===== src/common/acsw_pkg.sv =====
// Constants for the converter control, sample time and watchdog block.
// Assumes an APB slave on pclk, 32-bit data, word aligned registers.
package acsw_pkg;

  // Register byte offsets
  localparam logic [7:0] ACSW_OFF_CTRL3 = 8'h0C;
  localparam logic [7:0] ACSW_OFF_SAMP  = 8'h10;
  localparam logic [7:0] ACSW_OFF_HIGH  = 8'h14;
  localparam logic [7:0] ACSW_OFF_LOW   = 8'h18;
  localparam logic [7:0] ACSW_OFF_STAT  = 8'h30;
  localparam logic [7:0] ACSW_OFF_MASK  = 8'h34;

  // Control three field positions
  localparam int ACSW_B_DONE_IEN = 5;
  localparam int ACSW_B_PDOWN    = 4;
  localparam int ACSW_B_RDY      = 3;
  localparam int ACSW_B_REF_RDY  = 2;
  localparam int ACSW_B_REF_EN   = 1;

  // Event status bit positions
  localparam int ACSW_EV_DONE = 0;
  localparam int ACSW_EV_WDG  = 1;
  localparam int ACSW_EV_W    = 2;

  // Field widths and reset values
  localparam int ACSW_CODE_W = 5;
  localparam int ACSW_LIM_W  = 12;
  localparam int ACSW_CNT_W  = 12;
  localparam logic [4:0]  ACSW_SAMP_RST = 5'h02;
  localparam logic [11:0] ACSW_HIGH_RST = 12'hFFF;
  localparam logic [11:0] ACSW_LOW_RST  = 12'h000;
  localparam logic [1:0]  ACSW_MASK_RST = 2'h3;
  localparam logic [4:0]  ACSW_CODE_MAX = 5'h11;

  // Sample cycles per code; code zero is reserved and yields zero
  localparam logic [11:0] ACSW_SAMP_TAB [0:17] = '{
    12'h000, 12'h008, 12'h00C, 12'h00E, 12'h014, 12'h01A,
    12'h01E, 12'h02A, 12'h038, 12'h048, 12'h058, 12'h078,
    12'h0B6, 12'h0F0, 12'h17C, 12'h2F8, 12'h5F0, 12'hBE0};

endpackage : acsw_pkg


===== src/rtl/acsw_sample_timer.sv =====
// Sample-phase timer: counts the cycles chosen by the sample time code.
// Assumes start pulses come from the conversion core on pclk.
module acsw_sample_timer
  import acsw_pkg::*;
(
  // Clock and reset
  input  wire logic                   pclk,
  input  wire logic                   presetn,
  // Control
  input  wire logic [ACSW_CODE_W-1:0] code,
  input  wire logic                   start,
  // Status
  output logic                        sampling_r,
  output logic                        sample_done_r
);

  logic [ACSW_CNT_W-1:0] cnt_r;
  logic [ACSW_CNT_W-1:0] len;

  // Reserved or out-of-range codes give zero length and never start
  always_comb begin
    len = (code > ACSW_CODE_MAX) ? '0 : ACSW_SAMP_TAB[code];
  end

  // Length latched at start so a later code write cannot stretch it
  always_ff @(posedge pclk or negedge presetn) begin
    if (!presetn) begin
      cnt_r         <= '0;
      sampling_r    <= 1'b0;
      sample_done_r <= 1'b0;
    end else begin
      sample_done_r <= 1'b0;
      if (sampling_r) begin
        cnt_r <= cnt_r - 12'h001;
        if (cnt_r == 12'h001) begin
          sampling_r    <= 1'b0;
          sample_done_r <= 1'b1;
        end
      end else if (start && len != '0) begin
        cnt_r      <= len;
        sampling_r <= 1'b1;
      end
    end
  end
endmodule : acsw_sample_timer


===== src/rtl/acsw_top.sv =====
// Converter control three, sample time and watchdog limit registers.
// Assumes an APB master on pclk and a conversion core giving status levels.
module acsw_top
  import acsw_pkg::*;
(
  // Clock and reset
  input  wire logic                  pclk,
  input  wire logic                  presetn,
  // APB slave
  input  wire logic                  psel,
  input  wire logic                  penable,
  input  wire logic                  pwrite,
  input  wire logic [7:0]            paddr,
  input  wire logic [31:0]           pwdata,
  output logic                       pready,
  output logic [31:0]                prdata,
  output logic                       pslverr,
  // Conversion core status
  input  wire logic                  core_powered_down,
  input  wire logic                  core_ready,
  input  wire logic                  int_reference_ready,
  input  wire logic                  any_channel_done_flag,
  input  wire logic [ACSW_LIM_W-1:0] conv_data,
  input  wire logic                  sample_start,
  // Conversion core control
  output logic                       int_reference_enable,
  output logic                       sampling,
  output logic                       sample_done,
  // Interrupt
  output logic                       irq
);

  // Register state
  logic                   done_ien_r;
  logic                   ref_en_r;
  logic [ACSW_CODE_W-1:0] samp_code_r;
  logic [ACSW_LIM_W-1:0]  watch_high_limit_r;
  logic [ACSW_LIM_W-1:0]  watch_low_limit_r;
  logic [ACSW_EV_W-1:0]   stat_r;
  logic [ACSW_EV_W-1:0]   mask_r;
  logic                   pready_r;
  logic [31:0]            prdata_r;
  logic                   pslverr_r;
  logic                   irq_r;

  // Bus decode
  logic                   setup;
  logic                   acc;
  logic                   wr_acc;
  logic                   rd_stat;
  logic                   mapped;
  logic [31:0]            rd_nxt;
  logic [ACSW_EV_W-1:0]   ev_set;
  logic [ACSW_EV_W-1:0]   stat_nxt;
  logic [ACSW_EV_W-1:0]   gate;
  logic                   wdg_hit;

  // Setup cycle prepares the answer; access ends one cycle later
  assign setup   = psel && !penable;
  assign acc     = psel && penable && pready_r;
  assign wr_acc  = acc && pwrite;
  assign rd_stat = acc && !pwrite && paddr == ACSW_OFF_STAT;

  // Read mux, reserved bits read zero
  always_comb begin
    rd_nxt = 32'h0000_0000;
    mapped = 1'b1;
    unique case (paddr)
      ACSW_OFF_CTRL3: begin
        rd_nxt[ACSW_B_DONE_IEN] = done_ien_r;
        rd_nxt[ACSW_B_PDOWN]    = core_powered_down;
        rd_nxt[ACSW_B_RDY]      = core_ready;
        rd_nxt[ACSW_B_REF_RDY]  = int_reference_ready;
        rd_nxt[ACSW_B_REF_EN]   = ref_en_r;
      end
      ACSW_OFF_SAMP: rd_nxt[ACSW_CODE_W-1:0] = samp_code_r;
      ACSW_OFF_HIGH: rd_nxt[ACSW_LIM_W-1:0] = watch_high_limit_r;
      ACSW_OFF_LOW:  rd_nxt[ACSW_LIM_W-1:0] = watch_low_limit_r;
      ACSW_OFF_STAT: rd_nxt[ACSW_EV_W-1:0] = stat_r;
      ACSW_OFF_MASK: rd_nxt[ACSW_EV_W-1:0] = mask_r;
      default:       mapped = 1'b0;
    endcase
  end

  // Answer registers: ready, data and error for one access cycle
  always_ff @(posedge pclk or negedge presetn) begin
    if (!presetn) begin
      pready_r  <= 1'b0;
      prdata_r  <= 32'h0000_0000;
      pslverr_r <= 1'b0;
    end else begin
      pready_r  <= setup;
      pslverr_r <= setup && !mapped;
      if (setup && !pwrite) begin
        prdata_r <= rd_nxt;
      end
    end
  end

  // Control three writable fields
  always_ff @(posedge pclk or negedge presetn) begin
    if (!presetn) begin
      done_ien_r <= 1'b0;
      ref_en_r   <= 1'b0;
    end else if (wr_acc && paddr == ACSW_OFF_CTRL3) begin
      done_ien_r <= pwdata[ACSW_B_DONE_IEN];
      ref_en_r   <= pwdata[ACSW_B_REF_EN];
    end
  end

  // Sample time code; the timer latches it so edits mid-sample are harmless
  always_ff @(posedge pclk or negedge presetn) begin
    if (!presetn) begin
      samp_code_r <= ACSW_SAMP_RST;
    end else if (wr_acc && paddr == ACSW_OFF_SAMP) begin
      samp_code_r <= pwdata[ACSW_CODE_W-1:0];
    end
  end

  // Watchdog limits
  always_ff @(posedge pclk or negedge presetn) begin
    if (!presetn) begin
      watch_high_limit_r <= ACSW_HIGH_RST;
      watch_low_limit_r  <= ACSW_LOW_RST;
    end else if (wr_acc) begin
      if (paddr == ACSW_OFF_HIGH) begin
        watch_high_limit_r <= pwdata[ACSW_LIM_W-1:0];
      end
      if (paddr == ACSW_OFF_LOW) begin
        watch_low_limit_r <= pwdata[ACSW_LIM_W-1:0];
      end
    end
  end

  // Interrupt mask
  always_ff @(posedge pclk or negedge presetn) begin
    if (!presetn) begin
      mask_r <= ACSW_MASK_RST;
    end else if (wr_acc && paddr == ACSW_OFF_MASK) begin
      mask_r <= pwdata[ACSW_EV_W-1:0];
    end
  end

  // Watchdog compares the result as it completes
  assign wdg_hit = any_channel_done_flag &&
                   (conv_data > watch_high_limit_r ||
                    conv_data < watch_low_limit_r);

  always_comb begin
    ev_set               = '0;
    ev_set[ACSW_EV_DONE] = any_channel_done_flag;
    ev_set[ACSW_EV_WDG]  = wdg_hit;
  end

  // Sticky events: a read clears only the bits it returned, so an event
  // landing at the setup edge is not lost; a new event always wins
  assign stat_nxt = (stat_r & ~(rd_stat ? prdata_r[ACSW_EV_W-1:0] : '0)) | ev_set;

  always_ff @(posedge pclk or negedge presetn) begin
    if (!presetn) begin
      stat_r <= '0;
    end else begin
      stat_r <= stat_nxt;
    end
  end

  // Done event also needs its control three enable
  always_comb begin
    gate               = mask_r;
    gate[ACSW_EV_DONE] = mask_r[ACSW_EV_DONE] && done_ien_r;
  end

  // Level interrupt from a flop; follows status one cycle later
  always_ff @(posedge pclk or negedge presetn) begin
    if (!presetn) begin
      irq_r <= 1'b0;
    end else begin
      irq_r <= |(stat_r & gate);
    end
  end

  // Sampling phase timer
  acsw_sample_timer acsw_sample_timer_inst (
    .pclk          (pclk),
    .presetn       (presetn),
    .code          (samp_code_r),
    .start         (sample_start),
    .sampling_r    (sampling),
    .sample_done_r (sample_done)
  );

  // Outputs straight from flops
  assign pready               = pready_r;
  assign prdata               = prdata_r;
  assign pslverr              = pslverr_r;
  assign irq                  = irq_r;
  assign int_reference_enable = ref_en_r;
endmodule : acsw_top


===== config.mk =====
export PLATFORM = sky130hd
export DESIGN_NAME = acsw_top
export DESIGN_NICKNAME = d
export VERILOG_FILES = /design/src/common/acsw_pkg.sv /design/src/rtl/acsw_sample_timer.sv /design/src/rtl/acsw_top.sv
export SDC_FILE = /design/constraint.sdc
export NUM_CORES = 1
export LEC_CHECK = 0
export BUFFER_PORTS_ARGS = -buffer_cell sky130_fd_sc_hd__clkbuf_2
export CAP_MARGIN = 40
export CELL_PAD_IN_SITES_DETAIL_PLACEMENT = 0
export CELL_PAD_IN_SITES_GLOBAL_PLACEMENT = 1
export CORE_ASPECT_RATIO = 1.25
export CORE_MARGIN = 2
export CORE_UTILIZATION = 40
export DETAILED_ROUTE_END_ITERATION = 8
export PLACE_DENSITY_LB_ADDON = 0.3
export SYNTH_ARGS = -nofsm -noshare
export SYNTH_HDL_FRONTEND = slang
export SYNTH_SLANG_ARGS = --single-unit

===== constraint.sdc =====
create_clock -name pclk -period 5.3 [get_ports pclk]
set_clock_uncertainty 0.15 [all_clocks]
set_input_delay 1.59 -clock pclk [delete_from_list [all_inputs] [get_ports pclk]]
set_output_delay 1.59 -clock pclk [all_outputs]
set_load 0.05 [all_outputs]

==> results of run 1 <==
## flip-flops by register name, summed over array words and instances, names as in the netlist
name	count
acsw_sample_timer_inst.cnt_r	12
prdata	12
watch_high_limit_r	12
watch_low_limit_r	12
samp_code_r	5
mask_r	2
stat_r	2
acsw_sample_timer_inst.sample_done_r	1
acsw_sample_timer_inst.sampling_r	1
done_ien_r	1
int_reference_enable	1
irq	1
pready	1
pslverr	1
## kinds of logic after synthesis
family          synth area share
other cells             0.000936
fa+ha+maj                 0.0999
buf+inv                   0.0849
xor+xnor                 0.00656
simple gates               0.141
mux                        0.101
compound gates             0.161
flops                      0.404
## worst min-delay path, cell delays in order (launching register included)
cell     delay, ps
dfrtp_1        340
nand2_1         40
o21ai_0         60
## worst min-delay path by stage
stage / to / slack [ps] / cells after the start
floorplan: acsw_sample_timer_inst.sample_done_r / 320 / 1
global placement: prdata[9] / 310 / 2
detailed placement: prdata[9] / 320 / 2
CTS: prdata[9] / 340 / 2
global route: prdata[9] / 360 / 2
finish: prdata[9] / 330 / 2
## cells in the mapped netlist, drive strengths merged, types with 2 or more instances
cell	instances	share of area
a211oi	4	0.0075
nor3b	3	0.0081
xnor2	2	0.0044
nand3	10	0.012
a21oi	13	0.016
a222oi	4	0.010
dfrtp	49	0.31
nand3b	5	0.0094
nor2	18	0.017
nor4	7	0.012
dfstp	15	0.098
inv	31	0.029
o21ai	17	0.025
nand4	3	0.0047
ha	32	0.10
a22oi	9	0.021
and2	2	0.0031
or4	2	0.0047
clkbuf	6	0.0056
nor3	8	0.010
o21a	2	0.0037
buf	27	0.049
a221oi	4	0.0087
nand2b	5	0.0078
o32ai	3	0.0066
mux2	33	0.093
or3	3	0.0062
o31a	3	0.0066
a21boi	5	0.0094
o22ai	2	0.0031
nand2	25	0.023
nor2b	5	0.0078
o31ai	3	0.0056
a21o	4	0.0075
## per-layer routing
layer	GRT usage	up-vias
li1	-	1495
met1	0.221	1531
met2	0.336	80
met3	0.0449	23
met4	0.0941	0
met5	0	-
## final cells by class
type                       count  area [um^2]
multi-input combinational    280         2120
sequential                    64         1620
tap                          126          158
clock inverter                 6          138
timing repair buffer          63          338
inverter                      32          120
fill                         910         4930
clock buffer                  10          239
## power by group
group | internal, mW | leakage [nW] | switching, mW
sequential | 0.493 | 0.807 | 0.00228
clock | 0.523 | 0.184 | 0.226
combinational | 0.0313 | 1.16 | 0.0821
## metrics by stage
step                      total power, mW  instance area (um^2)  utilization
after global placement              0.614                  4330        0.449
after CTS                            1.37                  4730        0.490
after detailed placement            0.617                  4350        0.451
final                                1.36                  4730        0.490
after global routing                 1.41                  4730        0.490
after floorplan                     0.583                  4080            -
==> results.json, run 1 <==
{
  "cpMaxStageDelayCell": "nor4_2",
  "rows": 40,
  "cts_tree": "done",
  "cp.arrival_ps": 3630,
  "p_leak_nw": 2.15,
  "crit_cells": 7,
  "dieArea_mm2": 0.0108,
  "dr.first_iter.drc_count": 139,
  "grt_max_degree": 33,
  "setup_ws_ps": 1740,
  "yosys_warnings": 0,
  "insertion_delay_ps": 330,
  "detail_route.wl_per_cell_um": 16.8,
  "drive_gt1_frac": 0.312,
  "dr_wl_met3_um": 393,
  "die_h_um": 116,
  "crit_fanout": 15,
  "min-delay-start": "prdata[9]",
  "drc_errors": 0,
  "seq_area_frac_synth": 0.404,
  "die_w_um": 93.5,
  "r2r.worst_path.cells": 8,
  "final_cell_mix": "clkbuf_2 (58), dfrtp_1 (49), mux2_2 (33)",
  "first_pass_iters": 4,
  "path_clk_slew_ps": 60,
  "dp_cells": 565,
  "top_layer_used": "met4",
  "viasPerCell": 5.39,
  "io_pins": 100,
  "cts_setup_buffers": 0,
  "syn_area_per_cell_um2": 10.3,
  "hold_viol": 0,
  "antenna_cells": 0,
  "crit_type": "primary input to register",
  "setup_viol": 0,
  "required_ps": 5360,
  "cp_cell_sequence": "clkbuf_2 -> nor4_2 -> nand3b_1 -> nor3b_2 -> buf_4 -> nand2_1 -> mux2_2",
  "via_count": 3129,
  "max-slew-margin-rel": 0.541,
  "cts_buffers": 9,
  "worstSetupEndpoint": "watch_low_limit_r[1]",
  "period_needed_ps": 3560,
  "layout.cells.non_filler": 581,
  "gp_congestion": 0.791,
  "cp-startpoint": "paddr[1]",
  "finalCritPeriodShare": 0.673,
  "cts-htree-levels": 3,
  "slew_viol_final": 0,
  "antenna_found_initial": 0,
  "synth_ff_type": "dfrtp_1",
  "synth_edf_count": 0,
  "cpPeakStageDelay_ps": 430,
  "core_area_mm2": 0.00966,
  "postCtsHoldBufs": 0,
  "worstMarginPinSlew_ps": 680,
  "final_nets": 544,
  "timing.critical_path.from_type": "primary input",
  "hpwl_mm": 7.43,
  "grtUsageTotal": 0.192,
  "async_flop_share": 1.00,
  "detail-route-antenna-nets": 0,
  "tns_ps": 0,
  "fmax_mhz": 281,
  "grt.overflow.total": 0,
  "mostFrequentLayoutCell": "clkbuf_2",
  "endpoint_kind": "register",
  "rsz0062_at_grt": "no",
  "critPathTopFamily": "simple AND/OR/NAND/NOR gates",
  "syn_area_mm2": 0.00401,
  "cts_resized": 0,
  "place_ws_ps": 1400,
  "port_buffers": 59,
  "min_path_type": "register to register",
  "syn_inst": 390,
  "met2WireLength_mm": 5.12,
  "met1_length_mm": 3.93,
  "grt_pass1_vias": 3236,
  "power_per_cell_area_mw_per_mm2": 287,
  "ff2ff_setup_slack_ps": 2310,
  "reg2reg_to": "acsw_sample_timer_inst.cnt_r[8]",
  "maxCapViolations": 0,
  "worst-path-buf-inv": 2,
  "vdd_drop_max_mv": 0.147,
  "syn_to_final_growth_pct": 18.0,
  "hold_ws_ps": 331,
  "grt_first_pass_wirelength_mm": 15.9,
  "synth.distinct_cells": 70,
  "start_util": 0.415,
  "root_buffer": "clkbuf_16",
  "cts_buffer_depth": 2,
  "timing.rr.start": "samp_code_r[1]",
  "synth-seq-cells": 64,
  "outcome": "completed",
  "cts_sinks": 64,
  "wl_mm": 9.75
}
No activity file was read; power rests on OpenSTA's default activity.
==> run 2: changes to the inputs <==
- clock period: 5.3 -> 3.3 ns (I/O delays scaled with it)
==> run 2 against run 1 <==
  * Sequential share of layout area grew 0.38 points
  * Global-route usage hardly changed
  * Total power up 43%
  * Cell count increased by 0.69%
  * Critical path depth did not move
  * Wire length shrank 1.1%
  * Sequential power up 61%
  * Largest cell class unchanged
==> results.json, run 2 (synthesis results as in run 1) <==
{
  "cp-startpoint": "samp_code_r[1]",
  "dr.first_iter.drc_count": 129,
  "grt_first_pass_wirelength_mm": 16.0,
  "core_area_mm2": 0.00966,
  "final_cell_mix": "clkbuf_2 (58), dfrtp_1 (49), mux2_2 (33)",
  "rsz0062_at_grt": "no",
  "dp_cells": 569,
  "cts_resized": 0,
  "period_needed_ps": 2830,
  "fin_util": 0.484,
  "worstMarginPinSlew_ps": 819,
  "die_h_um": 116,
  "gp_congestion": 0.815,
  "endpoint_kind": "register",
  "drive_gt1_frac": 0.318,
  "crit_cells": 7,
  "max-slew-margin-rel": 0.454,
  "cts-htree-levels": 3,
  "cts_buffer_depth": 2,
  "first_pass_iters": 7,
  "cts_sinks": 64,
  "antenna_cells": 0,
  "fillers": 901,
  "critPathTopFamily": "simple AND/OR/NAND/NOR gates",
  "hpwl_mm": 7.27,
  "grt.overflow.total": 0,
  "wl_mm": 9.65,
  "setup_viol": 0,
  "io_pins": 100,
  "crit_type": "register to register",
  "syn_to_final_growth_pct": 16.8,
  "min_path_type": "register to register",
  "maxCapViolations": 0,
  "cpMaxStageDelayCell": "dfstp_2",
  "p_leak_nw": 2.13,
  "layout.cells.non_filler": 585,
  "mostFrequentLayoutCell": "clkbuf_2",
  "drc_errors": 0,
  "timing.rr.start": "samp_code_r[1]",
  "cp_cell_sequence": "inv_1 -> ha_1 -> nand2b_1 -> and3_1 -> or4_4 -> o21ba_1 -> o31a_1",
  "insertion_delay_ps": 330,
  "antenna_found_initial": 0,
  "path_clk_slew_ps": 60,
  "crit_fanout": 11,
  "cpPeakStageDelay_ps": 660,
  "worst-path-buf-inv": 1,
  "grt_max_degree": 65,
  "port_buffers": 59,
  "outcome": "completed",
  "cts_buffers": 9,
  "die_w_um": 93.5,
  "final_nets": 548,
  "power_per_cell_area_mw_per_mm2": 415,
  "detail-route-antenna-nets": 0,
  "grtUsageTotal": 0.192,
  "dieArea_mm2": 0.0108,
  "root_buffer": "clkbuf_16",
  "worstSetupEndpoint": "acsw_sample_timer_inst.cnt_r[9]",
  "cp.arrival_ps": 2890,
  "timing.critical_path.from_type": "register",
  "ff2ff_setup_slack_ps": 470,
  "slew_viol_final": 0,
  "reg2reg_to": "acsw_sample_timer_inst.cnt_r[9]",
  "fmax_mhz": 354,
  "cts_tree": "done",
  "tns_ps": 0,
  "hold_viol": 0,
  "required_ps": 3360,
  "viasPerCell": 5.31,
  "start_util": 0.415,
  "postCtsHoldBufs": 0,
  "via_count": 3109,
  "cts_setup_buffers": 0,
  "r2r.worst_path.cells": 7,
  "grt_pass1_vias": 3158,
  "vdd_drop_max_mv": 0.293,
  "rows": 40,
  "finalCritPeriodShare": 0.857,
  "detail_route.wl_per_cell_um": 16.5
}
-- run 2: changes by cell type in the layout (fill, tap and decap cells not counted) --
cell	delta
clkinv_2	+1
inv_6	-2
bufinv_16	-3
clkinvlp_4	+1
clkinv_4	+3
buf_12	-1
buf_4	+5
-- run 2: worst reg2reg max path: stages (launching register included) --
cell and delay, ps:
dfstp_2 660, inv_1 130, ha_1 240, nand2b_1 160, and3_1 200, or4_4 510
o21ba_1 330, o31a_1 330
-- run 2: layout make-up --
cell class / count / area (um^2) / area share
Clock buffer: 10 / 239 / 0.0511
Inverter: 32 / 120 / 0.0257
Multi-Input combinational cell: 280 / 2120 / 0.453
Sequential cell: 64 / 1620 / 0.346
Clock inverter: 6 / 68.8 / 0.0147
Tap cell: 126 / 158 / 0.0337
Timing Repair Buffer: 67 / 355 / 0.0759
-- run 2: worst min-delay path by stage --
stage,from,end,slack (ps),cells after the start
floorplan,acsw_sample_timer_inst.cnt_r[11],acsw_sample_timer_inst.sample_done_r,320,1
global placement,prdata[9],prdata[9],310,2
detailed placement,prdata[9],prdata[9],320,2
CTS,prdata[9],prdata[9],340,2
global route,prdata[8],prdata[8],360,2
finish,prdata[9],prdata[9],330,2
-- run 2: routing by layer --
layer | GRT usage | vias to the layer above | part of all wire
li1 | - | 1512 | -
met1 | 0.231 | 1519 | 0.42
met2 | 0.342 | 66 | 0.53
met3 | 0.0364 | 12 | 0.035
met4 | 0.0686 | 0 | 0.015
met5 | 0 | - | 0
-- run 2: power by group --
part / switching [mW] / internal (mW) / total [mW]
sequential: 0.00380 / 0.792 / 0.796
clock: 0.360 / 0.607 / 0.967
combinational: 0.131 / 0.0485 / 0.179
total: 0.494 / 1.45 / 1.94
-- run 2: through the flow --
| step | hold slack [ps] | power [mW] | instance area, um^2 | setup slack (ps) |
|---|---|---|---|---|
| after global routing | 365 | 2.02 | 4680 | 244 |
| after detailed placement | 324 | 0.989 | 4370 | 304 |
| after CTS | 336 | 1.96 | 4680 | 455 |
| after floorplan | 315 | 0.936 | 4080 | 659 |
| after global placement | 313 | 0.987 | 4370 | 325 |
| final | 333 | 1.94 | 4680 | 472 |
==> run 3: changes to the inputs <==
- CORE_UTILIZATION: 40 -> 41
==> run 3 against run 2 <==
  * Hold slack worse by 1.0 ps
  * Worst setup slack got worse by 20 ps
  * Register-to-register slack lost 20 ps
==> results.json, run 3 (synthesis results as in run 1) <==
{
  "met2WireLength_mm": 5.03,
  "dp_cells": 571,
  "period_needed_ps": 2850,
  "hpwl_mm": 7.56,
  "fmax_mhz": 351,
  "setup_ws_ps": 453,
  "io_pins": 100,
  "postCtsHoldBufs": 0,
  "dr_wl_met3_um": 454,
  "cts_buffer_depth": 2,
  "drc_errors": 0,
  "syn_to_final_growth_pct": 18.0,
  "r2r.worst_path.cells": 7,
  "rows": 40,
  "holdPathStages": 2,
  "hold_end": "prdata[10]",
  "cts_buffers": 9,
  "wl_mm": 9.80,
  "finalCritPeriodShare": 0.863,
  "worstMarginPinSlew_ps": 610,
  "ff2ff_setup_slack_ps": 450,
  "setup_viol": 0,
  "timing.critical_path.from_type": "register",
  "dr.first_iter.drc_count": 126,
  "met1_length_mm": 3.98,
  "reg2reg_to": "acsw_sample_timer_inst.cnt_r[3]",
  "crit_fanout": 11,
  "slew_viol_final": 0,
  "endpoint_kind": "register",
  "drive_gt1_frac": 0.321,
  "max-slew-margin-rel": 0.592,
  "insertion_delay_ps": 330,
  "die_w_um": 92.4,
  "top_layer_used": "met4",
  "grtUsageTotal": 0.196,
  "port_buffers": 59,
  "hold_viol": 0,
  "cts_tree": "done",
  "power_per_cell_area_mw_per_mm2": 428,
  "die_h_um": 115,
  "antenna_found_initial": 0,
  "cts_setup_buffers": 0,
  "rsz0062_at_grt": "no",
  "min_path_type": "register to register",
  "grt_pass1_vias": 3206,
  "maxCapViolations": 0,
  "path_clk_slew_ps": 60,
  "detail_route.wl_per_cell_um": 16.7,
  "dieArea_mm2": 0.0106,
  "detail-route-antenna-nets": 0,
  "cp.arrival_ps": 2910,
  "gp_congestion": 0.854,
  "timing.rr.start": "samp_code_r[1]",
  "antenna_cells": 0,
  "first_pass_iters": 4,
  "vdd_drop_max_mv": 0.247,
  "grt_max_degree": 32,
  "layout.cells.non_filler": 587,
  "min-delay-start": "prdata[10]",
  "cts_sinks": 64,
  "start_util": 0.419,
  "grt_first_pass_wirelength_mm": 16.0,
  "core_area_mm2": 0.00956,
  "grt.overflow.total": 0,
  "fin_util": 0.495,
  "crit_type": "register to register",
  "final_cell_mix": "clkbuf_2 (59), dfrtp_1 (49), mux2_2 (33)",
  "cts_resized": 0,
  "outcome": "completed",
  "final_nets": 550,
  "required_ps": 3360,
  "mostFrequentLayoutCell": "clkbuf_2",
  "place_ws_ps": 325,
  "root_buffer": "clkbuf_16",
  "p_leak_nw": 2.15,
  "via_count": 3160,
  "tns_ps": 0,
  "viasPerCell": 5.38,
  "cts-htree-levels": 3
}
## run 3: cell types whose count changed in the layout (fill, tap and decap cells not counted)
cell | previous run | this run
clkbuf_8 | 1 | 0
buf_4 | 8 | 9
clkbuf_2 | 58 | 59
buf_12 | 0 | 1
clkinv_2 | 1 | 0
clkinv_4 | 3 | 2
buf_2 | 1 | 0
inv_6 | 0 | 2
bufinv_16 | 1 | 2
## run 3: through the flow
| step | total power, mW | hold WS [ps] | cell area, um^2 |
|---|---|---|---|
| after floorplan | 0.936 | 315 | 4080 |
| after global placement | 0.990 | 315 | 4400 |
| after detailed placement | 0.993 | 323 | 4400 |
| after CTS | 2.04 | 337 | 4730 |
| after global routing | 2.08 | 372 | 4730 |
| final | 2.02 | 332 | 4730 |
## run 3: final cells by class
class,count,area (um^2)
Clock buffer,9,225
Tap cell,126,158
Clock inverter,7,103
Sequential cell,64,1620
Timing Repair Buffer,69,383
Fill cell,900,4830
Multi-Input combinational cell,280,2120
Inverter,32,120
## run 3: critical path: stages (launching register included)
cell and delay [ps]:
dfstp_2 640, inv_1 120, ha_1 240, nand2b_1 180
and3_1 210, or4_4 520, o21ba_1 340, o31a_1 320
## run 3: worst max-delay path by stage
stage	start	to	slack, ps
2_1_floorplan	paddr[1]	watch_low_limit_r[10]	660
3_3_place_gp	paddr[1]	watch_high_limit_r[9]	340
3_5_place_dp	paddr[1]	watch_high_limit_r[5]	330
4_1_cts	samp_code_r[1]	acsw_sample_timer_inst.cnt_r[3]	440
5_1_grt	samp_code_r[1]	acsw_sample_timer_inst.cnt_r[8]	300
6_report	samp_code_r[1]	acsw_sample_timer_inst.cnt_r[3]	450
## run 3: report_power, final
part | switching (mW) | internal, mW | leakage [nW]
registers | 0.00423 | 0.792 | 0.807
clock network | 0.374 | 0.669 | 0.157
logic | 0.132 | 0.0509 | 1.19
total | 0.511 | 1.51 | 2.15
## run 3: layer usage
| layer | track usage | up-vias |
|---|---|---|
| li1 | - | 1521 |
| met1 | 0.232 | 1519 |
| met2 | 0.341 | 96 |
| met3 | 0.0355 | 24 |
| met4 | 0.0925 | 0 |
| met5 | 0 | - |
